## src/pm_drive_pkg.sv

```systemverilog
// pm_drive_pkg: register map, field layout, reset values and timing
// constants shared by the motor braking / field-weakening block.
// assumes a 32-bit Avalon-MM slave with byte addresses, one word each.
package pm_drive_pkg;
	localparam int          ADDR_W        = 6;
	localparam logic [5:0]  REG_CTRL      = 6'h00;
	localparam logic [5:0]  REG_ANG_SLOPE = 6'h04;
	localparam logic [5:0]  REG_ANG_MAX   = 6'h08;
	localparam logic [5:0]  REG_FW_THR    = 6'h0C;
	localparam logic [5:0]  REG_FW_KI     = 6'h10;
	localparam logic [5:0]  REG_REGEN     = 6'h14;
	localparam logic [5:0]  REG_CRIT_LVL  = 6'h18;
	localparam logic [5:0]  REG_STATUS    = 6'h1C;
	localparam logic [5:0]  REG_IRQ_STAT  = 6'h20;
	localparam logic [5:0]  REG_IRQ_MASK  = 6'h24;
	localparam logic [5:0]  REG_FW_ID     = 6'h28;
	// control word fields
	localparam int          CTRL_RUN      = 0;
	localparam int          CTRL_ZV_REQ   = 1;
	localparam int          CTRL_SEQ_LSB  = 4;
	localparam int          SEQ_W         = 2;
	localparam logic [1:0]  SEQ_STOP      = 2'h0;
	localparam logic [1:0]  SEQ_RUN       = 2'h1;
	localparam logic [1:0]  SEQ_ZVB       = 2'h3;
	// interrupt / status bits
	localparam int          IRQ_W         = 3;
	localparam int          EV_CRIT_OV    = 0;
	localparam int          EV_FW_ON      = 1;
	localparam int          EV_REGEN      = 2;
	localparam int          ST_MODE_LSB   = 4;
	// reset values
	localparam logic [15:0] RST_ANG_SLOPE = 16'h0040;
	localparam logic [7:0]  RST_ANG_MAX   = 8'h40;
	localparam logic [15:0] RST_FW_THR    = 16'h6CCC;
	localparam logic [15:0] RST_FW_KI     = 16'h0010;
	localparam logic [15:0] RST_REGEN     = 16'h0000;
	localparam logic [15:0] RST_CRIT_LVL  = 16'h7000;
	// angle scale: 128 counts is a quarter turn, table step 8 counts
	localparam int          ANG_W         = 8;
	localparam int          ANG_IDX_LSB   = 3;
	localparam int          SLOPE_SHIFT   = 8;
	localparam int          TRIG_SHIFT    = 15;
	localparam logic [4:0]  LUT_TOP       = 5'h10;
	// field-weakening loop response as tuned for the default gain
	localparam int          FW_RESPONSE_MS = 250;
	localparam int          CLK_MHZ        = 125;
	localparam int          FW_FREQ_FLOOR  = 4;
	typedef enum logic [1:0] {MODE_STOP, MODE_RUN, MODE_ZVB} drive_mode_e;

	// quarter-wave sine in Q15, index 0..16 spans 0..90 degrees
	function automatic logic [15:0] sine_q15(input logic [4:0] idx);
		unique case (idx)
			5'h00: sine_q15 = 16'h0000;
			5'h01: sine_q15 = 16'h0C8C;
			5'h02: sine_q15 = 16'h18F9;
			5'h03: sine_q15 = 16'h2528;
			5'h04: sine_q15 = 16'h30FC;
			5'h05: sine_q15 = 16'h3C57;
			5'h06: sine_q15 = 16'h471D;
			5'h07: sine_q15 = 16'h5134;
			5'h08: sine_q15 = 16'h5A82;
			5'h09: sine_q15 = 16'h62F2;
			5'h0A: sine_q15 = 16'h6A6E;
			5'h0B: sine_q15 = 16'h70E3;
			5'h0C: sine_q15 = 16'h7642;
			5'h0D: sine_q15 = 16'h7A7D;
			5'h0E: sine_q15 = 16'h7D8A;
			5'h0F: sine_q15 = 16'h7F62;
			default: sine_q15 = 16'h7FFF;
		endcase
	endfunction : sine_q15
endpackage : pm_drive_pkg

```

## src/pm_motor_fieldweak_braking.sv

```systemverilog
// pm_motor_fieldweak_braking: current-angle decoupler, field weakening,
// regen torque floor, zero vector braking and critical overvoltage.
// assumes all inputs synchronous to core_clk; ctrl_tick pulses once per
// control cycle and pwm_sync once per pwm period.
// Functional notes
// - angle advance grows linearly with current magnitude, slope from angle_slope.
// - clamp angle to angle_advance_max, then split current into d and q.
// - modulation above threshold drives negative d current, limiting modulation.
// - field-weakening gain divided by electrical frequency to keep loop gain flat.
// - loop is a first-order lag set by one integral gain, about 0.25 s.
// - lower threshold setting starts d current injection at lower modulation.
// - stopped drive turns all switches off so the rotor coasts.
// - torque reference floored at minus the regeneration limit.
// - zero vector braking alternates all low-side then all high-side on.
// - zero vector braking entered by request bit 1 or sequencer command 3.
// - bus voltage above critical level sets the critical overvoltage command.
// - critical overvoltage forces low-side zero vector over everything, faults too.
//
// Chosen here: the placing of the registers and the Avalon-MM register port.
`timescale 1ns/100ps
module pm_motor_fieldweak_braking
	import pm_drive_pkg::*;
#(
	parameter int DW = 16
) (
	// clock and reset
	input  wire logic                 core_clk,
	input  wire logic                 rst_b,
	// avalon-mm slave
	input  wire logic [ADDR_W-1:0]    address,
	input  wire logic                 read,
	input  wire logic                 write,
	input  wire logic [31:0]          writedata,
	output logic      [31:0]          readdata,
	output logic                      waitrequest,
	// control-cycle inputs
	input  wire logic                 ctrl_tick,
	input  wire logic                 pwm_sync,
	input  wire logic [DW-1:0]        current_mag,
	input  wire logic [DW-1:0]        modulation_index,
	input  wire logic [DW-1:0]        elec_freq,
	input  wire logic [DW-1:0]        dc_bus_voltage,
	input  wire logic signed [DW-1:0] speed_pi_out,
	input  wire logic [5:0]           pwm_gates_in,
	input  wire logic                 fault,
	// outputs to current loop and inverter
	output logic signed [DW-1:0]      id_cmd,
	output logic signed [DW-1:0]      iq_cmd,
	output logic signed [DW-1:0]      fw_d_current_cmd,
	output logic signed [DW-1:0]      torque_ref,
	output logic [2:0]                gate_high,
	output logic [2:0]                gate_low,
	output logic                      critical_overvoltage_cmd,
	output logic                      irq
);
	logic                 run_bit;
	logic                 zv_req;
	logic [SEQ_W-1:0]     sequencer_command;
	logic [DW-1:0]        angle_slope;
	logic [ANG_W-1:0]     angle_advance_max;
	logic [DW-1:0]        fw_threshold_setting;
	logic [DW-1:0]        fw_integral_gain;
	logic [DW-1:0]        regen_limit;
	logic [DW-1:0]        crit_level;
	logic [IRQ_W-1:0]     irq_status;
	logic [IRQ_W-1:0]     irq_mask;
	drive_mode_e          mode;
	drive_mode_e          next_mode;
	logic                 zv_phase;
	logic                 fw_active;
	logic                 regen_clamp;
	logic                 wr_ack;
	logic                 rd_ack;
	logic [IRQ_W-1:0]     events;

	assign wr_ack = write && !waitrequest;
	assign rd_ack = read && waitrequest;

	// bus handshake: every access answers on the second edge
	// one wait state keeps readdata registered at the cost of a cycle
	always_ff @(posedge core_clk or negedge rst_b) begin
		if (!rst_b) begin
			waitrequest <= 1'b1;
		end else begin
			waitrequest <= !((read || write) && waitrequest);
		end
	end

	always_ff @(posedge core_clk or negedge rst_b) begin
		if (!rst_b) begin
			run_bit              <= 1'b0;
			zv_req               <= 1'b0;
			sequencer_command    <= SEQ_STOP;
			angle_slope          <= RST_ANG_SLOPE;
			angle_advance_max    <= RST_ANG_MAX;
			fw_threshold_setting <= RST_FW_THR;
			fw_integral_gain     <= RST_FW_KI;
			regen_limit          <= RST_REGEN;
			crit_level           <= RST_CRIT_LVL;
			irq_mask             <= '0;
		end else if (wr_ack) begin
			unique case (address)
				REG_CTRL: begin
					run_bit           <= writedata[CTRL_RUN];
					zv_req            <= writedata[CTRL_ZV_REQ];
					sequencer_command <=
						writedata[CTRL_SEQ_LSB +: SEQ_W];
				end
				REG_ANG_SLOPE: angle_slope          <= writedata[DW-1:0];
				REG_ANG_MAX:   angle_advance_max    <= writedata[ANG_W-1:0];
				REG_FW_THR:    fw_threshold_setting <= writedata[DW-1:0];
				REG_FW_KI:     fw_integral_gain     <= writedata[DW-1:0];
				REG_REGEN:     regen_limit          <= writedata[DW-1:0];
				REG_CRIT_LVL:  crit_level           <= writedata[DW-1:0];
				REG_IRQ_MASK:  irq_mask             <= writedata[IRQ_W-1:0];
				default: ;
			endcase
		end
	end

	always_ff @(posedge core_clk or negedge rst_b) begin
		if (!rst_b) begin
			readdata <= '0;
		end else if (rd_ack) begin
			unique case (address)
				REG_CTRL: readdata <= 32'({sequencer_command, 2'b00,
					zv_req, run_bit});
				REG_ANG_SLOPE: readdata <= 32'(angle_slope);
				REG_ANG_MAX:   readdata <= 32'(angle_advance_max);
				REG_FW_THR:    readdata <= 32'(fw_threshold_setting);
				REG_FW_KI:     readdata <= 32'(fw_integral_gain);
				REG_REGEN:     readdata <= 32'(regen_limit);
				REG_CRIT_LVL:  readdata <= 32'(crit_level);
				REG_STATUS: readdata <= 32'({mode, 1'b0, regen_clamp,
					fw_active, critical_overvoltage_cmd});
				REG_IRQ_STAT:  readdata <= 32'(irq_status);
				REG_IRQ_MASK:  readdata <= 32'(irq_mask);
				// zero-extend: the field is 16 bits wide, upper half reads 0
				REG_FW_ID:     readdata <= 32'(unsigned'(fw_d_current_cmd));
				default:       readdata <= '0;
			endcase
		end
	end

	// current angle decoupler
	logic [2*DW-1:0]  slope_prod;
	logic [ANG_W-1:0] angle_raw;
	logic [ANG_W-1:0] angle_lim;
	logic [4:0]       ang_idx;
	logic [2*DW-1:0]  d_prod;
	logic [2*DW-1:0]  q_prod;
	logic signed [DW+1:0] id_sum;

	always_comb begin
		slope_prod = current_mag * angle_slope;
		// saturate before truncation so a large product cannot wrap small
		if (|slope_prod[2*DW-1:SLOPE_SHIFT+ANG_W]) begin
			angle_raw = '1;
		end else begin
			angle_raw = slope_prod[SLOPE_SHIFT +: ANG_W];
		end
		angle_lim = (angle_raw > angle_advance_max) ?
			angle_advance_max : angle_raw;
		ang_idx = (angle_lim[ANG_W-1:ANG_IDX_LSB] > LUT_TOP) ?
			LUT_TOP : angle_lim[ANG_W-1:ANG_IDX_LSB];
		d_prod = current_mag * sine_q15(ang_idx);
		q_prod = current_mag * sine_q15(LUT_TOP - ang_idx);
		id_sum = (DW+2)'(fw_d_current_cmd) -
			(DW+2)'(d_prod[TRIG_SHIFT +: DW]);
	end

	always_ff @(posedge core_clk or negedge rst_b) begin
		if (!rst_b) begin
			id_cmd <= '0;
			iq_cmd <= '0;
		end else if (ctrl_tick) begin
			id_cmd <= (id_sum < -(DW+2)'(2**(DW-1))) ?
				DW'(-(2**(DW-1))) : id_sum[DW-1:0];
			// above full-scale magnitude the q share would wrap; saturate it
			if (q_prod[TRIG_SHIFT+DW-1]) begin
				iq_cmd <= {1'b0, {(DW-1){1'b1}}};
			end else begin
				iq_cmd <= $signed({1'b0, q_prod[TRIG_SHIFT +: DW-1]});
			end
		end
	end

	// field weakening integrator with frequency gain modulation
	logic signed [DW:0]     fw_err;
	logic signed [2*DW+1:0] fw_term;
	logic signed [2*DW+1:0] fw_next;
	logic [4:0]             freq_shift;

	function automatic logic [4:0] msb_pos(input logic [DW-1:0] v);
		msb_pos = 5'(FW_FREQ_FLOOR);
		for (int k = FW_FREQ_FLOOR; k < DW; k++) begin
			if (v[k]) begin
				msb_pos = 5'(k);
			end
		end
	endfunction : msb_pos

	always_comb begin
		// positive error means modulation above threshold
		fw_err = $signed({1'b0, modulation_index}) -
			$signed({1'b0, fw_threshold_setting});
		freq_shift = msb_pos(elec_freq) - 5'(FW_FREQ_FLOOR);
		fw_term = ((2*DW+2)'(fw_err) * $signed({1'b0, fw_integral_gain}))
			>>> freq_shift;
		fw_next = (2*DW+2)'(fw_d_current_cmd) - fw_term;
	end

	// only negative d current is ever commanded; integrator clamps at zero
	always_ff @(posedge core_clk or negedge rst_b) begin
		if (!rst_b) begin
			fw_d_current_cmd <= '0;
		end else if (mode != MODE_RUN) begin
			fw_d_current_cmd <= '0;
		end else if (ctrl_tick) begin
			if (fw_next > 0) begin
				fw_d_current_cmd <= '0;
			end else if (fw_next < -(2*DW+2)'(2**(DW-1))) begin
				fw_d_current_cmd <= DW'(-(2**(DW-1)));
			end else begin
				fw_d_current_cmd <= fw_next[DW-1:0];
			end
		end
	end

	assign fw_active = fw_d_current_cmd != '0;

	// regeneration floor on the speed loop output
	logic signed [DW:0] regen_floor;
	assign regen_floor = -$signed({1'b0, regen_limit});
	assign regen_clamp = (DW+1)'(speed_pi_out) < regen_floor;

	always_ff @(posedge core_clk or negedge rst_b) begin
		if (!rst_b) begin
			torque_ref <= '0;
		end else if (ctrl_tick) begin
			torque_ref <= regen_clamp ?
				regen_floor[DW-1:0] : speed_pi_out;
		end
	end

	// drive mode from request bit and sequencer command
	// braking outranks run so a stale run bit cannot cancel a brake
	always_comb begin
		if (zv_req || sequencer_command == SEQ_ZVB) begin
			next_mode = MODE_ZVB;
		end else if (run_bit || sequencer_command == SEQ_RUN) begin
			next_mode = MODE_RUN;
		end else begin
			next_mode = MODE_STOP;
		end
	end

	always_ff @(posedge core_clk or negedge rst_b) begin
		if (!rst_b) begin
			mode <= MODE_STOP;
		end else begin
			mode <= next_mode;
		end
	end

	always_ff @(posedge core_clk or negedge rst_b) begin
		if (!rst_b) begin
			zv_phase <= 1'b0;
		end else if (mode != MODE_ZVB) begin
			zv_phase <= 1'b0;
		end else if (pwm_sync) begin
			zv_phase <= !zv_phase;
		end
	end

	// level compare; the forced vector lasts exactly as long as the bit
	always_ff @(posedge core_clk or negedge rst_b) begin
		if (!rst_b) begin
			critical_overvoltage_cmd <= 1'b0;
		end else begin
			critical_overvoltage_cmd <= dc_bus_voltage > crit_level;
		end
	end

	// gate priority: overvoltage, fault, stop, braking, modulator
	always_ff @(posedge core_clk or negedge rst_b) begin
		if (!rst_b) begin
			gate_high <= '0;
			gate_low  <= '0;
		end else if (critical_overvoltage_cmd) begin
			gate_high <= '0;
			gate_low  <= '1;
		end else if (fault || mode == MODE_STOP) begin
			gate_high <= '0;
			gate_low  <= '0;
		end else if (mode == MODE_ZVB) begin
			gate_high <= {3{zv_phase}};
			gate_low  <= {3{!zv_phase}};
		end else begin
			gate_high <= pwm_gates_in[5:3];
			gate_low  <= pwm_gates_in[2:0];
		end
	end

	// sticky events, write one to clear; a new event beats the clear
	logic crit_q;
	logic fw_q;
	logic regen_q;
	assign events[EV_CRIT_OV] = critical_overvoltage_cmd && !crit_q;
	assign events[EV_FW_ON]   = fw_active && !fw_q;
	assign events[EV_REGEN]   = ctrl_tick && regen_clamp && !regen_q;

	always_ff @(posedge core_clk or negedge rst_b) begin
		if (!rst_b) begin
			crit_q  <= 1'b0;
			fw_q    <= 1'b0;
			regen_q <= 1'b0;
		end else begin
			crit_q  <= critical_overvoltage_cmd;
			fw_q    <= fw_active;
			regen_q <= ctrl_tick ? regen_clamp : regen_q;
		end
	end

	always_ff @(posedge core_clk or negedge rst_b) begin
		if (!rst_b) begin
			irq_status <= '0;
		end else begin
			irq_status <= (irq_status & ~((wr_ack &&
				address == REG_IRQ_STAT) ? writedata[IRQ_W-1:0] : '0))
				| events;
		end
	end

	always_ff @(posedge core_clk or negedge rst_b) begin
		if (!rst_b) begin
			irq <= 1'b0;
		end else begin
			// level output: stays high until the bit is cleared or masked
			irq <= |(irq_status & irq_mask);
		end
	end
endmodule : pm_motor_fieldweak_braking

```

## config.mk

```make
export PLATFORM = sky130hd
export DESIGN_NAME = pm_motor_fieldweak_braking
export DESIGN_NICKNAME = d
export VERILOG_FILES = /design/src/pm_drive_pkg.sv /design/src/pm_motor_fieldweak_braking.sv
export SDC_FILE = /design/constraint.sdc
export NUM_CORES = 2
export LEC_CHECK = 0
export BUFFER_PORTS_ARGS = -buffer_cell sky130_fd_sc_hd__buf_2
export CORE_MARGIN = 2
export CORE_UTILIZATION = 40
export CTS_BUF_LIST = sky130_fd_sc_hd__clkbuf_8
export DETAILED_ROUTE_END_ITERATION = 10
export MAX_ROUTING_LAYER = met4
export PLACE_DENSITY = 0.62
export SLEW_MARGIN = 25
export SYNTH_ARGS = -nofsm -noshare
export SYNTH_HDL_FRONTEND = slang
export SYNTH_SLANG_ARGS = --single-unit
```

## constraint.sdc

```tcl
create_clock -name core_clk -period 18.7 [get_ports core_clk]
set_input_delay 0.935 -clock core_clk [delete_from_list [all_inputs] [get_ports core_clk]]
set_output_delay 0.935 -clock core_clk [all_outputs]
set_load 0.005 [all_outputs]
```

# After elaboration in Yosys (flattened, before gate mapping)
# Memory sizes are Yosys's and may differ from the RTL's.
# Cells that the tools add are included.
[word_totals]
register_bits = 209
mem_bits_ro = 480
in_bits = 131
elab_cells = 133
mem_count = 2
[mem_list]
columns = ["name", "depth", "width", "rd", "rd_clocked_by_memory_dff", "write_ports", "line", "source"]
rows = [
  ["(name not given)", 16, 15, 1, 0, 0, "pm_drive_pkg.sv:52", "unique case (idx)"],
  ["(name not given)", 16, 15, 1, 0, 0, "pm_drive_pkg.sv:52", ""],
]
[classes]
n_eq_ne = 15
shift = 1
mux = 35
n_addsub = 6
magnitude_cmp = 7
reduce_logical = 33
mul = 4
bitwise_logic = 4
[op_table]
columns = ["operator", "count"]
rows = [
  ["case mux 16 bit (11 select lines)", 1],
  ["2-to-1 mux 16 bit", 8],
  ["multiplier 16 x 16 -> 31 bit", 2],
  ["2-to-1 mux 5 bit", 11],
  ["greater-than comparator 34 x 1 -> 1 bit (second input constant)", 1],
  ["< comparator 34 x 16 -> 1 bit (second input constant)", 1],
  ["multiplier 17 x 17 -> 34 bit", 1],
  [">>> shifter 34 x 5 -> 34 bit", 1],
  ["subtractor 16 x 34 -> 34 bit", 1],
  ["multiplier 16 x 16 -> 32 bit", 1],
  ["== test 6 x 5 -> 1 bit (second input constant)", 4],
  ["2-to-1 mux 3 bit", 7],
  ["== test 6 bit (second input constant)", 3],
  ["< comparator 18 x 16 -> 1 bit (second input constant)", 1],
  ["subtractor 16 x 17 -> 18 bit", 1],
  ["< comparator 16 x 17 -> 1 bit", 1],
  ["negator 16 -> 17 bit", 1],
  ["subtractor 16 x 16 -> 17 bit", 1],
  ["greater-than comparator 16 bit", 1],
  ["2-to-1 mux 8 bit", 2],
  ["AND reduction 2 bit", 8],
  ["nonzero test 16 bit", 1],
  ["OR reduction 16 bit", 1],
  ["2-to-1 mux 15 bit", 1],
  ["22 further kinds", 44],
]

# Depth between registers and ports, before layout
[depth]
word_depth = 19
mapped_depth = 89
ltp_nobuf = 80

# Worst setup path after synthesis
# Ideal clock, no wire load.
[synth_timing]
kind = "input-to-reg"
from = "input port current_mag[11]"
to = "register id_cmd[10]"
arrival_time_ps = 19567
t_required_ps = 18560
setup_time_ps = 140
setup_slack_ps = -1008
n_path_buf = 10
path_stages = 83
path_cell_list = "clkbuf_1 clkbuf_1 nand2_1 fa_1 fa_1 inv_1 fa_1 inv_1 fa_1 fa_1 inv_1 fa_1 ha_1 buf_6 a21o_1 a311oi_1 o211ai_1 and4_4 [... 47 more ...] o21ai_0 a21oi_1 o21ai_0 a21oi_1 o21ai_0 a21oi_1 o21ai_0 a21oi_1 o21ai_0 a21oi_1 o21ai_0 a21oi_1 o21ai_0 nor2b_1 o22ai_1 o21ai_1 clkbuf_1 o32ai_1"
[synth_between]
elab_chain_cells = 13
[synth_rtl]
columns = ["element", "line", "source"]
rows = [
  ["start: declaration", "pm_motor_fieldweak_braking.sv:39", "input wire logic [DW-1:0] current_mag,"],
  ["multiplier 16 x 16 -> 32 bit", "pm_motor_fieldweak_braking.sv:155", "slope_prod = current_mag * angle_slope;"],
  ["OR reduction 16 bit", "pm_motor_fieldweak_braking.sv:157", "if (|slope_prod[2*DW-1:SLOPE_SHIFT+ANG_W]) begin"],
  ["2-to-1 mux 8 bit", "pm_motor_fieldweak_braking.sv:157", ""],
  ["greater-than comparator 8 bit", "pm_motor_fieldweak_braking.sv:162", "angle_lim = (angle_raw > angle_advance_max) ?"],
  ["2-to-1 mux 8 bit", "pm_motor_fieldweak_braking.sv:162", ""],
  ["greater-than comparator 5 bit", "pm_motor_fieldweak_braking.sv:164", "ang_idx = (angle_lim[ANG_W-1:ANG_IDX_LSB] > LUT_TOP) ?"],
  ["2-to-1 mux 5 bit", "pm_motor_fieldweak_braking.sv:164", ""],
  ["memory read (16 x 15 bit)", "n/a", ""],
  ["2-to-1 mux 16 bit", "pm_drive_pkg.sv:52", ""],
  ["multiplier 16 x 16 -> 31 bit *", "pm_motor_fieldweak_braking.sv:166", "d_prod = current_mag * sine_q15(ang_idx);"],
  ["subtractor 16 x 17 -> 18 bit *", "pm_motor_fieldweak_braking.sv:168", "id_sum = (DW+2)'(fw_d_current_cmd) -"],
  ["< comparator 18 x 16 -> 1 bit", "pm_motor_fieldweak_braking.sv:177", "id_cmd <= (id_sum < -(DW+2)'(2**(DW-1))) ?"],
  ["2-to-1 mux 16 bit *", "pm_motor_fieldweak_braking.sv:177", ""],
  ["end signal: assignment", "pm_motor_fieldweak_braking.sv:177", ""],
  ["end: declaration", "pm_motor_fieldweak_braking.sv:47", "output logic signed [DW-1:0] id_cmd,"],
]
# Every way passes the cells marked *; elsewhere a longest branch is shown, timed or not.
# A chain may end at the register's enable or synchronous reset.

# Final worst setup path
[layout_timing]
from = "register angle_slope[6]"
to = "register id_cmd[7]"
[layout_between]
elab_chain_cells = 13
[layout_rtl]
columns = ["element", "line", "source"]
rows = [
  ["start: declaration", "pm_motor_fieldweak_braking.sv:59", "logic [DW-1:0] angle_slope;"],
  ["start signal: assignment", "pm_motor_fieldweak_braking.sv:109", "REG_ANG_SLOPE: angle_slope <= writedata[DW-1:0];"],
  ["multiplier 16 x 16 -> 32 bit *", "pm_motor_fieldweak_braking.sv:155", ""],
  ["OR reduction 16 bit", "pm_motor_fieldweak_braking.sv:157", ""],
  ["2-to-1 mux 8 bit *", "pm_motor_fieldweak_braking.sv:157", ""],
  ["greater-than comparator 8 bit", "pm_motor_fieldweak_braking.sv:162", ""],
  ["2-to-1 mux 8 bit *", "pm_motor_fieldweak_braking.sv:162", ""],
  ["greater-than comparator 5 bit", "pm_motor_fieldweak_braking.sv:164", ""],
  ["2-to-1 mux 5 bit *", "pm_motor_fieldweak_braking.sv:164", ""],
  ["memory read (16 x 15 bit)", "n/a", ""],
  ["2-to-1 mux 16 bit *", "pm_drive_pkg.sv:52", ""],
  ["multiplier 16 x 16 -> 31 bit *", "pm_motor_fieldweak_braking.sv:166", ""],
  ["subtractor 16 x 17 -> 18 bit *", "pm_motor_fieldweak_braking.sv:168", ""],
  ["< comparator 18 x 16 -> 1 bit", "pm_motor_fieldweak_braking.sv:177", ""],
  ["2-to-1 mux 16 bit *", "pm_motor_fieldweak_braking.sv:177", ""],
]
# Marked as above.

==> results by group <==
Detailed routing
  – Via count: 41160
  – 1st-pass router iterations: 8
  – Vias per cell: 5.255
  – Per-cell routed wire length: 18.64 µm
  – Initial drt markers: 2727
  – Routed WL: 146000 µm
  – Drc violations: 0
  – Count of antenna-violating nets left after detailed routing: 0

Synthesis
  – Netlist area before placement: 50390 µm²
  – Ys async rst share: 100.0%
  – Share of synthesized area occupied by flip-flops and latches: 9.572%
  – Most used standard cells in the synthesized netlist: inv_1, fa_1, nand2_1, ha_1, and2_1
  – Synth Area per Inst: 8.546 µm²
  – Most used flip-flop cell after synthesis: dfrtp_1
  – Most area-hungry cell type in the Yosys netlist: fa_1
  – Synthesis warning total: 0
  – Top cell type's share of synthesized area: 33.09%
  – Total of flip-flops plus latches after synthesis: 192
  – Number of instances in the synthesized netlist: 5896
  – Most frequently used cell type in the post-synthesis netlist: inv_1
  – Yosys cell types: 97
  – Post-synth EDFFs: 0
  – Leading cell types by total area after synthesis: fa_1, ha_1, inv_1

Die
  – Die area: 128800 µm²
  – Height of the die: 358.9 µm
  – Die outline width: 358.9 µm
  – Number of I/O pins: 236
  – Number of rows created at floorplan: 130
  – Placeable core region: 125200 µm²
  – Effective utilization at floorplan: 40.23%

Clock network
  – CTS max path bufs: 2
  – Count of hold-fix buffers inserted at cts: 0
  – Clock transition at path regs: 0.15 ns
  – CTS sink cnt: 192
  – Clk_lat worst skew: 0.60 ns
  – TritonCTS clock tree: yes
  – Number of buffers created by CTS: 17
  – Root buffer selected by CTS: clkbuf_8
  – H-tree depth: 4

Flow run
  – Count of max-cap constraint violations: 0

Timing
  – Peak Freq: 0.05545 GHz
  – Minimum clock period after layout: 18.03 ns
  – Worst slew pin tran: 1.182 ns
  – Final setup fails: 0
  – Setup TNS Final: 0 ns
  – Post-route fraction of the period consumed by the critical path: 96.44%
  – Final max-slew violation count: 0
  – Final worst slack: 0.6664 ns
  – Worst slew slack as a fraction of its limit: 21.18%
  – Hold Vio Cnt, Final: 0
  – Worst clock skew: 0.03776 ns

Global route
  – Final global-route overflow total: 0
  – Initial antenna violation count: 9
  – Overall global routing resource usage: 23.71%
  – Maximum number of pins on one net before global-route repair: 77
  – First-pass GRT wire length: 235900 µm
  – Number of global-route vias before repair: 42710

Setup path
  – Required time at the worst-slack endpoint: 19.22 ns
  – Critical Path Start: angle_slope[6]
  – R2r endpoint: id_cmd[7]
  – Worst Setup End Kind: flip-flop
  – CP max stage delay: 0.75 ns
  – Source of the worst register-to-register timing path: angle_slope[6]
  – Class of the most critical setup path: reg -> reg
  – Critical-path top delay cell: dfstp_4
  – Most numerous cell on the critical path: fa_1
  – Crit path DAT: 18.56 ns
  – Path depth of the worst reg2reg path: 80
  – Nature of the critical path startpoint: flip-flop
  – Slack of the worst reg-to-reg path: 0.67 ns
  – Largest fanout on the critical path: 8

Final layout
  – Post-synthesis to final-layout area growth: 11.23%
  – Post-route cell area: 56050 µm²
  – Fraction of layout instances using a drive strength above 1: 13.34%
  – Layout Nets: 7646

Placed design
  – Worst slack after detailed placement: -0.5030 ns
  – Detailed-placement wirelength estimate: 120800 µm
  – Final RePlAce weighted congestion: 0.9495
  – Count of buffers from port buffering: 197
  – Post-DP Area: 54850 µm²

Hold path
  – Type of the tightest min-delay check: in -> async

Run status
  – Result of the run: complete, no violations
-- logic make-up after synthesis --
kind of cell / Yosys count / share of synthesized area, %
AND/OR/NAND/NOR: 1761 / 16.90
adder cells (fa/ha/maj): 1351 / 45.96
other: 1 / 0.007442
XOR/XNOR: 140 / 2.433
multiplexers: 167 / 3.655
AO/OA/AOI/OAI: 796 / 10.19
buffers and inverters: 1488 / 11.29
flip-flops: 192 / 9.572
-- how the worst max path moves through the flow --
stage               slack, ns          to
floorplan               0.008  id_cmd[10]
global placement        -0.30   id_cmd[4]
detailed placement      -0.50  id_cmd[11]
CTS                      0.03   id_cmd[8]
global route            -0.14   id_cmd[7]
finish                   0.67   id_cmd[7]
-- stage by stage --
stage	hold WS [ns]	std cells	util, %
floorplan	0.3996	5912	-
global placement	0.4050	7778	43.79
detailed placement	0.4193	7778	43.79
CTS	0.2124	7811	44.18
global route	0.2543	7829	44.74
finish	0.2314	7832	44.75
-- metal layers --
| layer | up-vias | global-route usage, % | part of all wire, % | wire [µm] |
|---|---|---|---|---|
| met1 | 20790 | 31.13 | 43 | 63410 |
| met3 | 203 | 3.191 | 6.6 | 9604 |
| met5 | - | - | 0 | 0 |
| met4 | 0 | 6.362 | 2.7 | 3975 |
| met2 | 1214 | 38.53 | 47 | 68970 |
| li1 | 18950 | - | - | - |
-- cells in the final DEF, fill, tap and decap left out, types with 49 or more instances in the layout --
cell | synthesis | final
buf_4 | 20 | 323
nor2_1 | 204 | 199
o21ai_0 | 180 | 159
fa_1 | 833 | 830
inv_1 | 1189 | 1187
nand2_1 | 782 | 775
a21oi_1 | 210 | 196
xnor2_1 | 98 | 96
nand3_1 | 50 | 49
mux2_2 | 92 | 92
dfrtp_1 | 177 | 171
mux2i_1 | 70 | 69
buf_2 | 9 | 195
a21o_1 | 66 | 66
and2_1 | 459 | 457
ha_1 | 518 | 507
-- registers in the layout (all words and copies together) (netlist names), 2 cells and up --
name,flops
angle_advance_max,8
angle_slope,16
crit_level,16
fw_d_current_cmd,16
fw_integral_gain,16
fw_threshold_setting,16
gate_high,3
gate_low,3
id_cmd,16
iq_cmd,15
irq_mask,3
irq_status,3
mode,2
readdata,16
regen_limit,16
sequencer_command,2
torque_ref,16
-- critical path, delay by kind of cell, from the launching register on --
kind	cells	cell delay [ns]
simple gates	16	3.49
buf+inv	15	1.51
compound gates	30	4.84
fa+ha+maj	18	7.17
flops	1	0.75
xor+xnor	1	0.14
-- cell type report --
class / count / area (µm²)
Fill cell: 12430 / 69200
Multi-Input combinational cell: 4232 / 40590
Sequential cell: 192 / 4835
Inverter: 1190 / 4467
Timing Repair Buffer: 531 / 3613
Tap cell: 1650 / 2064
Clock buffer: 17 / 234.0
Clock inverter: 15 / 226.5
Antenna cell: 5 / 12.51
-- what timing repair did --
item	CTS	global route
resized for setup	5	135
setup endpoints to repair	15	16
setup buffers	1	14
pin swaps	0	62
gates cloned	0	1
hold endpoints to repair	0	0
Power is not shown: default switching activity piles up to over one toggle a cycle in this logic, so the estimate is an artifact.
